### src/rtl/ebt_pkg.sv
// Package of constants and carriers for the EISA/ISA bus translation block
// Functional notes
// - Sample slave-burst when command asserts; keep sampling each rise until negated.
// - Command stays asserted through the whole burst, not pulsed per transfer.
// - In DMA burst, drive master-burst on falling edge after slave-burst seen.
// - Sample 16-bit-master at start rise; asserted means 16-bit or ISA master.
// - Negated first, asserted later: 32-bit master downshifted, disable size translation.
// - Drive low data on internal register reads and interrupt acknowledge; input on writes.
// - Address latch enable marks address valid; slaves latch upper address on its fall.
// - Address latch enable stays active through DMA, ISA master and refresh cycles.
// - In ISA master cycles except refresh, byte enables derive from low address and high-byte.
// - In EISA master and DMA cycles, drive low address bits from byte enables.
// - Drive high-byte enable in EISA master and DMA cycles; asserted means upper byte valid.
// - Memory 16 select is output under ISA master; asserted when either slave-width is asserted.
// - Never claim 16-bit I/O width for own registers; always 8-bit cycles.
// - Drive command strobes while owning ISA bus; inputs under external ISA master.
// - Drive memory-read command during refresh cycles.
// - System memory strobes only for addresses below 1 MByte.
// - System memory read strobe also asserted during every refresh.
// - Ready is input when owning bus or compatible DMA; output for PCI or register targets.
// - Ignore channel ready entirely when ISA master accesses an ISA slave.
// - Channel check raises non-maskable interrupt when reporting is enabled.
// - Command asserts at the rise where start negates and holds to cycle end.
package ebt_pkg;
    // Synchroniser stage count for pin inputs
    localparam int unsigned SYNC_STAGES = 2;
    // Upper address bits that mark 1 MByte and above
    localparam int unsigned ADDR_W      = 24;
    localparam int unsigned MEG_LSB     = 20;
    // Cycle owner kinds
    typedef enum logic [2:0] {
        EBT_OWN_IDLE,
        EBT_OWN_EISA,
        EBT_OWN_ISA,
        EBT_OWN_DMA,
        EBT_OWN_REF_INT,
        EBT_OWN_REF_ISA
    } ebt_owner_e;
    // Command strobes, active low
    typedef struct packed {
        logic mrd_n;
        logic mwr_n;
        logic iord_n;
        logic iowr_n;
    } ebt_cmd_s;
    // Byte-lane address carrier
    typedef struct packed {
        logic [1:0] sa;
        logic       sbhe_n;
    } ebt_lane_s;
    localparam ebt_cmd_s CMD_IDLE = '{mrd_n: 1'b1, mwr_n: 1'b1, iord_n: 1'b1, iowr_n: 1'b1};
endpackage : ebt_pkg

### src/rtl/ebt_sync.sv
// Two-stage synchroniser for pin inputs
`timescale 1ns/100ps
`default_nettype none
module ebt_sync #(
    parameter int unsigned W = 1
) (
    input  wire logic         clk,
    input  wire logic         rst,
    input  wire logic [W-1:0] d,
    output logic      [W-1:0] q
);
    logic [W-1:0] meta_reg;
    // First stage feeds only the second
    always_ff @(posedge clk or posedge rst) begin
        if (rst) begin
            meta_reg <= '0;
            q        <= '0;
        end else begin
            meta_reg <= d;
            q        <= meta_reg;
        end
    end
endmodule : ebt_sync
`default_nettype wire

### src/rtl/ebt_lane_map.sv
// Byte enable and ISA lane translation
`timescale 1ns/100ps
`default_nettype none
module ebt_lane_map (
    input  wire logic             [3:0] be_n_in,
    input  wire ebt_pkg::ebt_lane_s     lane_in,
    output logic                  [3:0] be_n_out,
    output ebt_pkg::ebt_lane_s          lane_out
);
    import ebt_pkg::*;
    // ISA address and high-byte to EISA byte enables
    logic [3:0] be_act;
    always_comb begin
        be_act        = 4'h0;
        be_act[{lane_in.sa[1], 1'b0}] = ~lane_in.sa[0];
        be_act[{lane_in.sa[1], 1'b1}] = lane_in.sa[0] | ~lane_in.sbhe_n;
    end
    assign be_n_out = ~be_act;
    // Byte enables to ISA address and high-byte
    wire [3:0] be = ~be_n_in;
    wire lo_half  = be[0] | be[1];
    wire first_odd = lo_half ? (~be[0] & be[1]) : (~be[2] & be[3]);
    assign lane_out.sa     = {~lo_half, first_odd};
    assign lane_out.sbhe_n = ~(lo_half ? be[1] : be[3]);
endmodule : ebt_lane_map
`default_nettype wire

### src/rtl/ebt_bus_xlate.sv
// EISA/ISA bus translation control top
`timescale 1ns/100ps
`default_nettype none
module ebt_bus_xlate (
    input  wire logic                clk,
    input  wire logic                rst,
    input  wire logic                bclk,
    input  wire ebt_pkg::ebt_owner_e owner,
    input  wire logic                dma_burst,
    input  wire logic                dma_compat,
    input  wire logic                start_n,
    input  wire logic                slburst_n,
    input  wire logic                master16_n,
    input  wire logic                msburst_n_in,
    output logic                     msburst_n_out,
    output logic                     msburst_oe,
    output logic                     cmd_n,
    output logic                     burst_active,
    output logic                     master16_seen,
    output logic                     size_xlate_dis,
    input  wire logic                reg_io_rd,
    input  wire logic                reg_io_wr,
    input  wire logic                inta_cycle,
    input  wire logic          [7:0] reg_rd_data,
    input  wire logic          [7:0] sd_in,
    output logic               [7:0] sd_out,
    output logic                     sd_oe,
    output logic               [7:0] reg_wr_data,
    output logic                     reg_wr_stb,
    input  wire logic                addr_valid,
    output logic                     bale,
    input  wire logic          [3:0] be_n_in,
    output logic               [3:0] be_n_out,
    output logic                     be_oe,
    input  wire ebt_pkg::ebt_lane_s  lane_in,
    output ebt_pkg::ebt_lane_s       lane_out,
    output logic                     lane_oe,
    input  wire logic                ex32_n,
    input  wire logic                ex16_n,
    output logic                     m16_n_out,
    output logic                     m16_oe,
    output logic                     io16_n_out,
    output logic                     io16_oe,
    input  wire ebt_pkg::ebt_cmd_s   cmd_req,
    input  wire ebt_pkg::ebt_cmd_s   cmd_in,
    output ebt_pkg::ebt_cmd_s        cmd_out,
    output logic                     cmd_oe,
    output ebt_pkg::ebt_cmd_s        cmd_seen,
    input  wire logic   [ebt_pkg::ADDR_W-1:0] mem_addr,
    output logic                     smrd_n,
    output logic                     smwr_n,
    input  wire logic                isa_tgt_internal,
    input  wire logic                int_ready,
    input  wire logic                chrdy_in,
    output logic                     chrdy_out,
    output logic                     chrdy_oe,
    output logic                     chrdy_seen,
    input  wire logic                iochk_n,
    input  wire logic                nmi_enable,
    output logic                     nmi
);
    import ebt_pkg::*;

    // ------------------------------------------------------------
    // Input synchronisation
    // ------------------------------------------------------------
    logic [5:0] pin_raw;
    logic [5:0] pin_s;
    // Active-low pins enter inverted so the cleared synchroniser reads as idle
    assign pin_raw = {bclk, ~start_n, ~slburst_n, ~master16_n, ~chrdy_in, ~iochk_n};
    ebt_sync #(.W(6)) u_sync (
        .clk (clk),
        .rst (rst),
        .d   (pin_raw),
        .q   (pin_s)
    );
    wire bclk_s     = pin_s[5];
    wire start_s_n  = ~pin_s[4];
    wire slburst_sn = ~pin_s[3];
    wire m16m_sn    = ~pin_s[2];
    wire chrdy_s    = ~pin_s[1];
    wire iochk_sn   = ~pin_s[0];

    // ------------------------------------------------------------
    // Bus clock edge detection
    // ------------------------------------------------------------
    logic bclk_d_reg;
    logic start_d_reg;
    always_ff @(posedge clk or posedge rst) begin
        if (rst) begin
            bclk_d_reg  <= 1'b0;
            start_d_reg <= 1'b1;
        end else begin
            bclk_d_reg  <= bclk_s;
            if (bclk_s & ~bclk_d_reg)
                start_d_reg <= start_s_n;
        end
    end
    wire bclk_rise = bclk_s & ~bclk_d_reg;
    wire bclk_fall = ~bclk_s & bclk_d_reg;
    // Start asserted at this rise, or negated after being asserted
    wire start_rise = bclk_rise & ~start_s_n;
    wire start_end  = bclk_rise & start_s_n & ~start_d_reg;

    // ------------------------------------------------------------
    // EISA cycle state
    // ------------------------------------------------------------
    typedef enum logic [1:0] {
        EBT_CYC_IDLE,
        EBT_CYC_START,
        EBT_CYC_CMD,
        EBT_CYC_BURST
    } ebt_cyc_e;
    ebt_cyc_e cyc_reg;
    ebt_cyc_e cyc_next;
    logic     m16_first_reg;
    logic     msb_pend_reg;

    // Command follows end of start; burst keeps it held
    always_comb begin
        cyc_next = cyc_reg;
        case (cyc_reg)
            EBT_CYC_IDLE:  if (start_rise) cyc_next = EBT_CYC_START;
            EBT_CYC_START: if (start_end) cyc_next = slburst_sn ? EBT_CYC_CMD : EBT_CYC_BURST;
            EBT_CYC_CMD:   if (bclk_rise) cyc_next = EBT_CYC_IDLE;
            EBT_CYC_BURST: if (bclk_rise && slburst_sn) cyc_next = EBT_CYC_IDLE;
            default:       cyc_next = EBT_CYC_IDLE;
        endcase
    end

    always_ff @(posedge clk or posedge rst) begin
        if (rst)
            cyc_reg <= EBT_CYC_IDLE;
        else
            cyc_reg <= cyc_next;
    end

    assign cmd_n        = ~(cyc_reg == EBT_CYC_CMD || cyc_reg == EBT_CYC_BURST);
    assign burst_active = (cyc_reg == EBT_CYC_BURST);

    // ------------------------------------------------------------
    // 16-bit master detection and downshift
    // ------------------------------------------------------------
    always_ff @(posedge clk or posedge rst) begin
        if (rst) begin
            m16_first_reg  <= 1'b0;
            master16_seen  <= 1'b0;
            size_xlate_dis <= 1'b0;
        end else if (start_rise) begin
            m16_first_reg  <= ~m16m_sn;
            master16_seen  <= ~m16m_sn;
            size_xlate_dis <= 1'b0;
        end else if (start_end && !m16_first_reg && !m16m_sn) begin
            size_xlate_dis <= 1'b1;
        end
    end

    // ------------------------------------------------------------
    // DMA master-burst drive on the falling edge
    // ------------------------------------------------------------
    always_ff @(posedge clk or posedge rst) begin
        if (rst) begin
            msb_pend_reg  <= 1'b0;
            msburst_n_out <= 1'b1;
        end else begin
            if (owner == EBT_OWN_DMA && dma_burst && start_end && !slburst_sn)
                msb_pend_reg <= 1'b1;
            else if (bclk_fall)
                msb_pend_reg <= 1'b0;
            if (bclk_fall && msb_pend_reg)
                msburst_n_out <= 1'b0;
            else if (cyc_reg == EBT_CYC_IDLE)
                msburst_n_out <= 1'b1;
        end
    end
    assign msburst_oe = (owner == EBT_OWN_DMA) & dma_burst;

    // ------------------------------------------------------------
    // System data low byte
    // ------------------------------------------------------------
    wire sd_drive = reg_io_rd | inta_cycle;
    always_ff @(posedge clk or posedge rst) begin
        if (rst) begin
            sd_out      <= 8'h00;
            reg_wr_data <= 8'h00;
            reg_wr_stb  <= 1'b0;
        end else begin
            sd_out      <= reg_rd_data;
            reg_wr_stb  <= reg_io_wr;
            if (reg_io_wr)
                reg_wr_data <= sd_in;
        end
    end
    assign sd_oe = sd_drive & ~reg_io_wr;

    // ------------------------------------------------------------
    // Address latch enable
    // ------------------------------------------------------------
    wire long_bale = owner == EBT_OWN_DMA || owner == EBT_OWN_ISA ||
                     owner == EBT_OWN_REF_INT || owner == EBT_OWN_REF_ISA;
    always_ff @(posedge clk or posedge rst) begin
        if (rst)
            bale <= 1'b0;
        else
            bale <= long_bale | addr_valid;
    end

    // ------------------------------------------------------------
    // Byte lane translation and pin directions
    // ------------------------------------------------------------
    ebt_lane_map u_lane (
        .be_n_in  (be_n_in),
        .lane_in  (lane_in),
        .be_n_out (be_n_out),
        .lane_out (lane_out)
    );
    wire own_isa = (owner == EBT_OWN_ISA);
    // An ISA master or an ISA-master refresh takes the ISA side away from us
    wire own_ext = own_isa | (owner == EBT_OWN_REF_ISA);
    assign be_oe   = own_isa;
    assign lane_oe = (owner == EBT_OWN_EISA) | (owner == EBT_OWN_DMA);

    // ------------------------------------------------------------
    // Chip selects
    // ------------------------------------------------------------
    assign m16_oe     = own_isa & (~ex32_n | ~ex16_n);
    assign m16_n_out  = 1'b0;
    assign io16_oe    = 1'b0;
    assign io16_n_out = 1'b1;

    // ------------------------------------------------------------
    // Command strobes
    // ------------------------------------------------------------
    wire refresh = (owner == EBT_OWN_REF_INT) | (owner == EBT_OWN_REF_ISA);
    wire own_bus = ~own_ext | (owner == EBT_OWN_REF_ISA);
    always_ff @(posedge clk or posedge rst) begin
        if (rst) begin
            cmd_out  <= CMD_IDLE;
            cmd_seen <= CMD_IDLE;
        end else begin
            cmd_out       <= '{mrd_n: cmd_req.mrd_n & ~refresh, mwr_n: cmd_req.mwr_n,
                               iord_n: cmd_req.iord_n, iowr_n: cmd_req.iowr_n};
            cmd_seen      <= own_ext ? cmd_in : CMD_IDLE;
        end
    end
    assign cmd_oe = own_bus & (owner != EBT_OWN_IDLE);

    // System memory strobes below 1 MByte, read also in refresh
    wire below_meg = ~|mem_addr[ADDR_W-1:MEG_LSB];
    always_ff @(posedge clk or posedge rst) begin
        if (rst) begin
            smrd_n <= 1'b1;
            smwr_n <= 1'b1;
        end else begin
            smrd_n <= ~((~cmd_req.mrd_n & below_meg) | refresh);
            smwr_n <= ~(~cmd_req.mwr_n & below_meg);
        end
    end

    // ------------------------------------------------------------
    // Channel ready
    // ------------------------------------------------------------
    assign chrdy_oe   = own_isa & isa_tgt_internal;
    assign chrdy_out  = int_ready;
    // Ready from ISA slaves is disregarded under an ISA master
    assign chrdy_seen = (own_isa & ~isa_tgt_internal) ? 1'b1 :
                        ((~own_ext | dma_compat) ? chrdy_s : 1'b1);

    // ------------------------------------------------------------
    // Channel check to non-maskable interrupt
    // ------------------------------------------------------------
    always_ff @(posedge clk or posedge rst) begin
        if (rst)
            nmi <= 1'b0;
        else
            nmi <= ~iochk_sn & nmi_enable;
    end
endmodule : ebt_bus_xlate
`default_nettype wire

### config.mk
export PLATFORM = sky130hd
export DESIGN_NAME = ebt_bus_xlate
export DESIGN_NICKNAME = d
export VERILOG_FILES = /design/src/rtl/ebt_pkg.sv /design/src/rtl/ebt_sync.sv /design/src/rtl/ebt_lane_map.sv /design/src/rtl/ebt_bus_xlate.sv
export SDC_FILE = /design/constraint.sdc
export NUM_CORES = 1
export LEC_CHECK = 0
export BUFFER_PORTS_ARGS = -buffer_cell sky130_fd_sc_hd__buf_2
export CORE_AREA = 2 2 68 70
export DETAILED_ROUTE_END_ITERATION = 8
export DIE_AREA = 0 0 70 72
export GPL_ROUTABILITY_DRIVEN = 1
export PLACE_DENSITY_LB_ADDON = 0.05
export SETUP_SLACK_MARGIN = 0.15
export SYNTH_ARGS = -nofsm -noshare
export SYNTH_HDL_FRONTEND = slang
export SYNTH_SLANG_ARGS = --single-unit
### constraint.sdc
create_clock -name clk -period 2.8 [get_ports clk]
set_input_delay 0.14 -clock clk [delete_from_list [all_inputs] [get_ports clk]]
set_output_delay 0.14 -clock clk [all_outputs]
set_load 0.03 [all_outputs]
### Word level (Yosys, flattened, before mapping)

Cells that the tools add are included.

* bits in read-only memories: 0
* memories kept: 0
* latch bits: 0
* register bits: 49
* RAM bits: 0

* eq/ne operators: 12
* bitwise gates (word level): 59
* divide/modulo/power cells: 0
* magnitude comparators: 4
* multipliers: 0
* add/sub/neg operators: 0
* reductions and logical operators: 22
* shifts and indexed selects: 0
* mux-type cells: 22

Operators by type and width (count)
* NOT 1 bit: 28
* AND 1 bit: 17
* 2-to-1 mux 1 bit: 13
* OR 1 bit: 11
* logical AND 1 bit: 9
* 2-to-1 mux 2 bit: 4
* NOT 4 bit: 2
* case mux 2 bit (4 select lines): 1
* equality test 3 x 2 -> 1 bit, second input constant: 2
* equality test 3 bit, second input constant: 2
* less-than comparator 2 x 3 -> 1 bit, second input constant: 2
* != test 2 bit, second input constant: 3
* nonzero test 2 bit: 3
* AND 4 x 3 -> 4 bit: 1
* bitwise mux 4 bit: 1
* equality test 2 bit, second input constant: 2
* greater-or-equal comparator 2 x 1 -> 1 bit, second input constant: 2
* logical OR 1 bit: 4
* 2-to-1 mux 4 bit: 1
* AND reduction 4 bit: 1
* OR reduction 4 bit: 1
* equality test 3 x 1 -> 1 bit, second input constant: 1
* nonzero test 3 bit: 1
* demux 1 bit (select 1 bit): 2
* 4 further kinds: 5

### Longest topological paths before layout

* depth in word-level cells: 8
* depth in mapped cells: 4
* mapped depth without buffers: 3

### By module

Synthesis repeated with hierarchy kept, for this count alone.

* cells, all modules: 131
* area total of the unflattened synthesis: 1775.5 µm²

Modules (own cells, without submodules)
* ebt_bus_xlate: instances 1, cells an instance 107, area an instance 1403.8 µm²
* ebt_sync: instances 1, cells an instance 13, area an instance 304.0 µm²
* ebt_lane_map: instances 1, cells an instance 11, area an instance 67.6 µm²

### Worst setup path after synthesis

Ideal clock, no wire load.

* kind: in2out
* start: input owner[2]
* end: output m16_oe
* slack: 1.170 ns
* arrival time: 1.490 ns
* stages on the path: 2
* path through: nor3b_2 -> a21boi_0

* cells in the longest elaborated chain, start to end: 2

Ends and longest elaborated chain
* from (decl): RTL line ebt_bus_xlate.sv:8 `input wire ebt_pkg::ebt_owner_e owner,`
* equality test 3 x 2 -> 1 bit: RTL line ebt_bus_xlate.sv:217 `wire own_isa = (owner == EBT_OWN_ISA);`
* AND 1 bit: RTL line ebt_bus_xlate.sv:226 `assign m16_oe = own_isa & (~ex32_n | ~ex16_n);`
* to (decl): RTL line ebt_bus_xlate.sv:41 `output logic m16_oe,`

Every way passes these cells.

### Worst setup path in the final report

* start: register cyc_reg[1]
* end: output burst_active

* cells in the longest elaborated chain, start to end: 1

Ends and longest elaborated chain
* from (decl): RTL line ebt_bus_xlate.sv:114 `ebt_cyc_e cyc_reg;`
* from (signal assigned): RTL line ebt_bus_xlate.sv:135 `cyc_reg <= cyc_next;`
* equality test 2 bit: RTL line ebt_bus_xlate.sv:139 `assign burst_active = (cyc_reg == EBT_CYC_BURST);`
* to (decl): RTL line ebt_bus_xlate.sv:18 `output logic burst_active,`

Every way passes these cells.

==> qor.csv <==
metric,value,unit
Fin Hold WS,0.03030,ns
Fin. Hold Viols,0,
most frequent cells in the layout,"buf_2, dfrtp_1, dlygate4sd3_1",
CTS sink count,49,
layout cell share with drive strength beyond 1,0.5352,
synthesized area per cell,13.44,sq um
Root Buffer Master,clkbuf_8,
Post-CTS Setup Inserts,0,
grt total ovfl,0,
DRT iter0 DRCs,40,
Post-synth EDFFs,0,
Synth Instances,132,
Seq cells post-synth,49,
top flop regs,"reg_wr_data x8, sd_out x8",
"Slew Viols, Final",0,
CP startpoint kind,flip-flop,
first-pass GRT wire length,6106,um
Int Pwr,1093,uW
via-per-instance ratio,4.425,
Starting Density,0.4161,
Sw Ratio,0.3133,
Detail Placement HPWL,2755,um
DRC,0,
crit share post-route,0.4392,
CTS tree,done,
placement row count,24,
FMAX,0.8131,GHz
Slew headroom,0.3661,
Skew-Pair Late Insertion Delay,0.30,ns
CTS max path bufs,2,
DRT antenna net count,0,
Least-Margin Pin Slew,0.9494,ns
met2 usage,0.2847,
drt first pass iters,4,
initial antenna violation count,0,
CP Capture Type,primary output,
ANT cells,0,
"Clk pin slew, worst setup/hold paths",0.09,ns
"commonest non-fill, non-tap cell in the layout",buf_2,
CP Cell Sequence,and2_1 -> buf_2,
die width,70,um
Total Neg Setup Slack,0,ns
Comb pwr share,0.217,
R2R Setup Slk,1.62,ns
largest net degree at the start of global routing,50,
Final setup violation count,0,
share of total power in sequential cells,0.512,
Overall Global Routing Usage,0.1537,
synthesized cell area,1774,sq um
Crit Path Class,flip-flop to primary output,
routability cong.,0.7879,
H-tree depth,2,
sequential share of the synthesized area,0.6996,
Core ar.,4264,sq um
IO Count,131,
arrival time worst endpoint,1.09,ns
cts bufs inserted,5,
final worst path period need,1.230,ns
maximum vdd drop,0.0003223,V
status,finished clean,
global routing's busiest layer,met2,
clock power share,0.271,
vias in the first global route,1438,
Post-Route WL,3602,um
Clock Skews,0.006271,ns
crit path max fanout,7,
reg2reg path depth,3,
max_cap viols,0,
Worst path slowest cell,dfrtp_1,
Switch Pwr,498.5,uW
RSZ-0062 raised after global routing,false,
PD cells,614.8,nW/um^2
CP peak stage delay,0.45,ns
Cells on Worst Hold Path,2,
CP Data Required Time,2.66,ns
synth unique cells,31,
Total Die Area,5040,sq um
Port Buf Inserts,104,
Yosys warnings,0,
wire per inst,11.69,um
Vias,1363,
Worst Hold Class,input port to flip-flop,
"Primary FF master, synth",dfrtp_1,
fraction of registers with async set/reset,1.000,
GRT met3 Usage,0.06250,
P_leak,0.001312,uW
grt met1 use,0.1585,
synthesis-to-finish area growth,45.91,%
Layout Nets,334,
die height,72,um
[path summary, 6_finish.rpt]
path | to | startpoint
min in group asynchronous | u_sync.q[0]$_DFF_PP0_ | rst
min reg2reg | u_sync.q[2]$_DFF_PP0_ | u_sync.meta_reg[2]$_DFF_PP0_
max in group asynchronous | u_sync.meta_reg[2]$_DFF_PP0_ | rst
min | bale$_DFF_PP0_ | addr_valid
max reg2reg | cyc_reg[1]$_DFFE_PP0P_ | bclk_d_reg$_DFF_PP0_
max | burst_active | cyc_reg[1]$_DFFE_PP0P_
[worst max-delay path, delay by kind of cell (launching register included)]
kind / cells / cell delay, ns
buffers and inverters: 1 / 0.17
DFF: 1 / 0.45
and+or+nand+nor: 1 / 0.18
[per-layer routing]
metal  share of wire  wire [um]
met1            0.36       1304
met2            0.53       1892
met3           0.098        352
met4           0.014         52
met5               0          0
[through the flow]
step	total power, uW	worst slack, ns	area, sq um	util	instances
6_report	1592	1.570	2589	0.6071	308
5_1_grt	1681	1.479	2589	0.6071	308
4_1_cts	1618	1.554	2589	0.6071	308
3_5_place_dp	1159	1.642	2321	0.5443	283
3_3_place_gp	1146	1.662	2321	0.5443	283
2_1_floorplan	1043	1.170	1778	-	133
[power groups by stage]
| stage | clock network [uW] | logic, uW | registers [uW] |
|---|---|---|---|
| 2_1_floorplan | 0 | 153 | 890 |
| 3_3_place_gp | 0 | 323 | 823 |
| 3_5_place_dp | 0 | 331 | 828 |
| 4_1_cts | 453 | 350 | 815 |
| 5_1_grt | 485 | 373 | 823 |
| 6_report | 432 | 345 | 814 |
[final cells by class]
type | instances | area (sq um)
Fill cell | 365 | 1675
Sequential cell | 49 | 1241
Timing Repair Buffer | 121 | 690.7
Multi-Input combinational cell | 68 | 456.7
Clock buffer | 5 | 68.82
Tap cell | 52 | 65.06
Inverter | 10 | 37.54
Clock inverter | 3 | 28.78
[cell families after synthesis]
logic type      share of synthesized area
compound gates                    0.05431
simple gates                       0.1326
fa+ha+maj                        0.007051
flops                              0.6996
other cells                      0.004233
buf+inv                           0.04514
mux                               0.05712
[synthesized netlist by cell type, types with 2 or more instances]
cell,instances,area (sq um)
nor2_1,5,18.77
nand2b_1,9,56.30
dfstp_2,12,315.3
nand2_1,8,30.03
a21boi_0,3,22.52
inv_1,10,37.54
buf_4,5,37.54
o21ai_0,5,25.02
or2_2,2,12.51
and2_1,4,25.02
nor2b_1,4,25.02
mux2_2,9,101.4
conb_1,2,7.510
dfrtp_1,37,925.9
[what timing repair did]
| item | CTS | global route |
|---|---|---|
| hold endpoints to repair | 17 | 0 |
| gates resized for setup | 0 | 0 |
| hold buffers | 17 | 0 |
(Power assumes the default switching activity.)
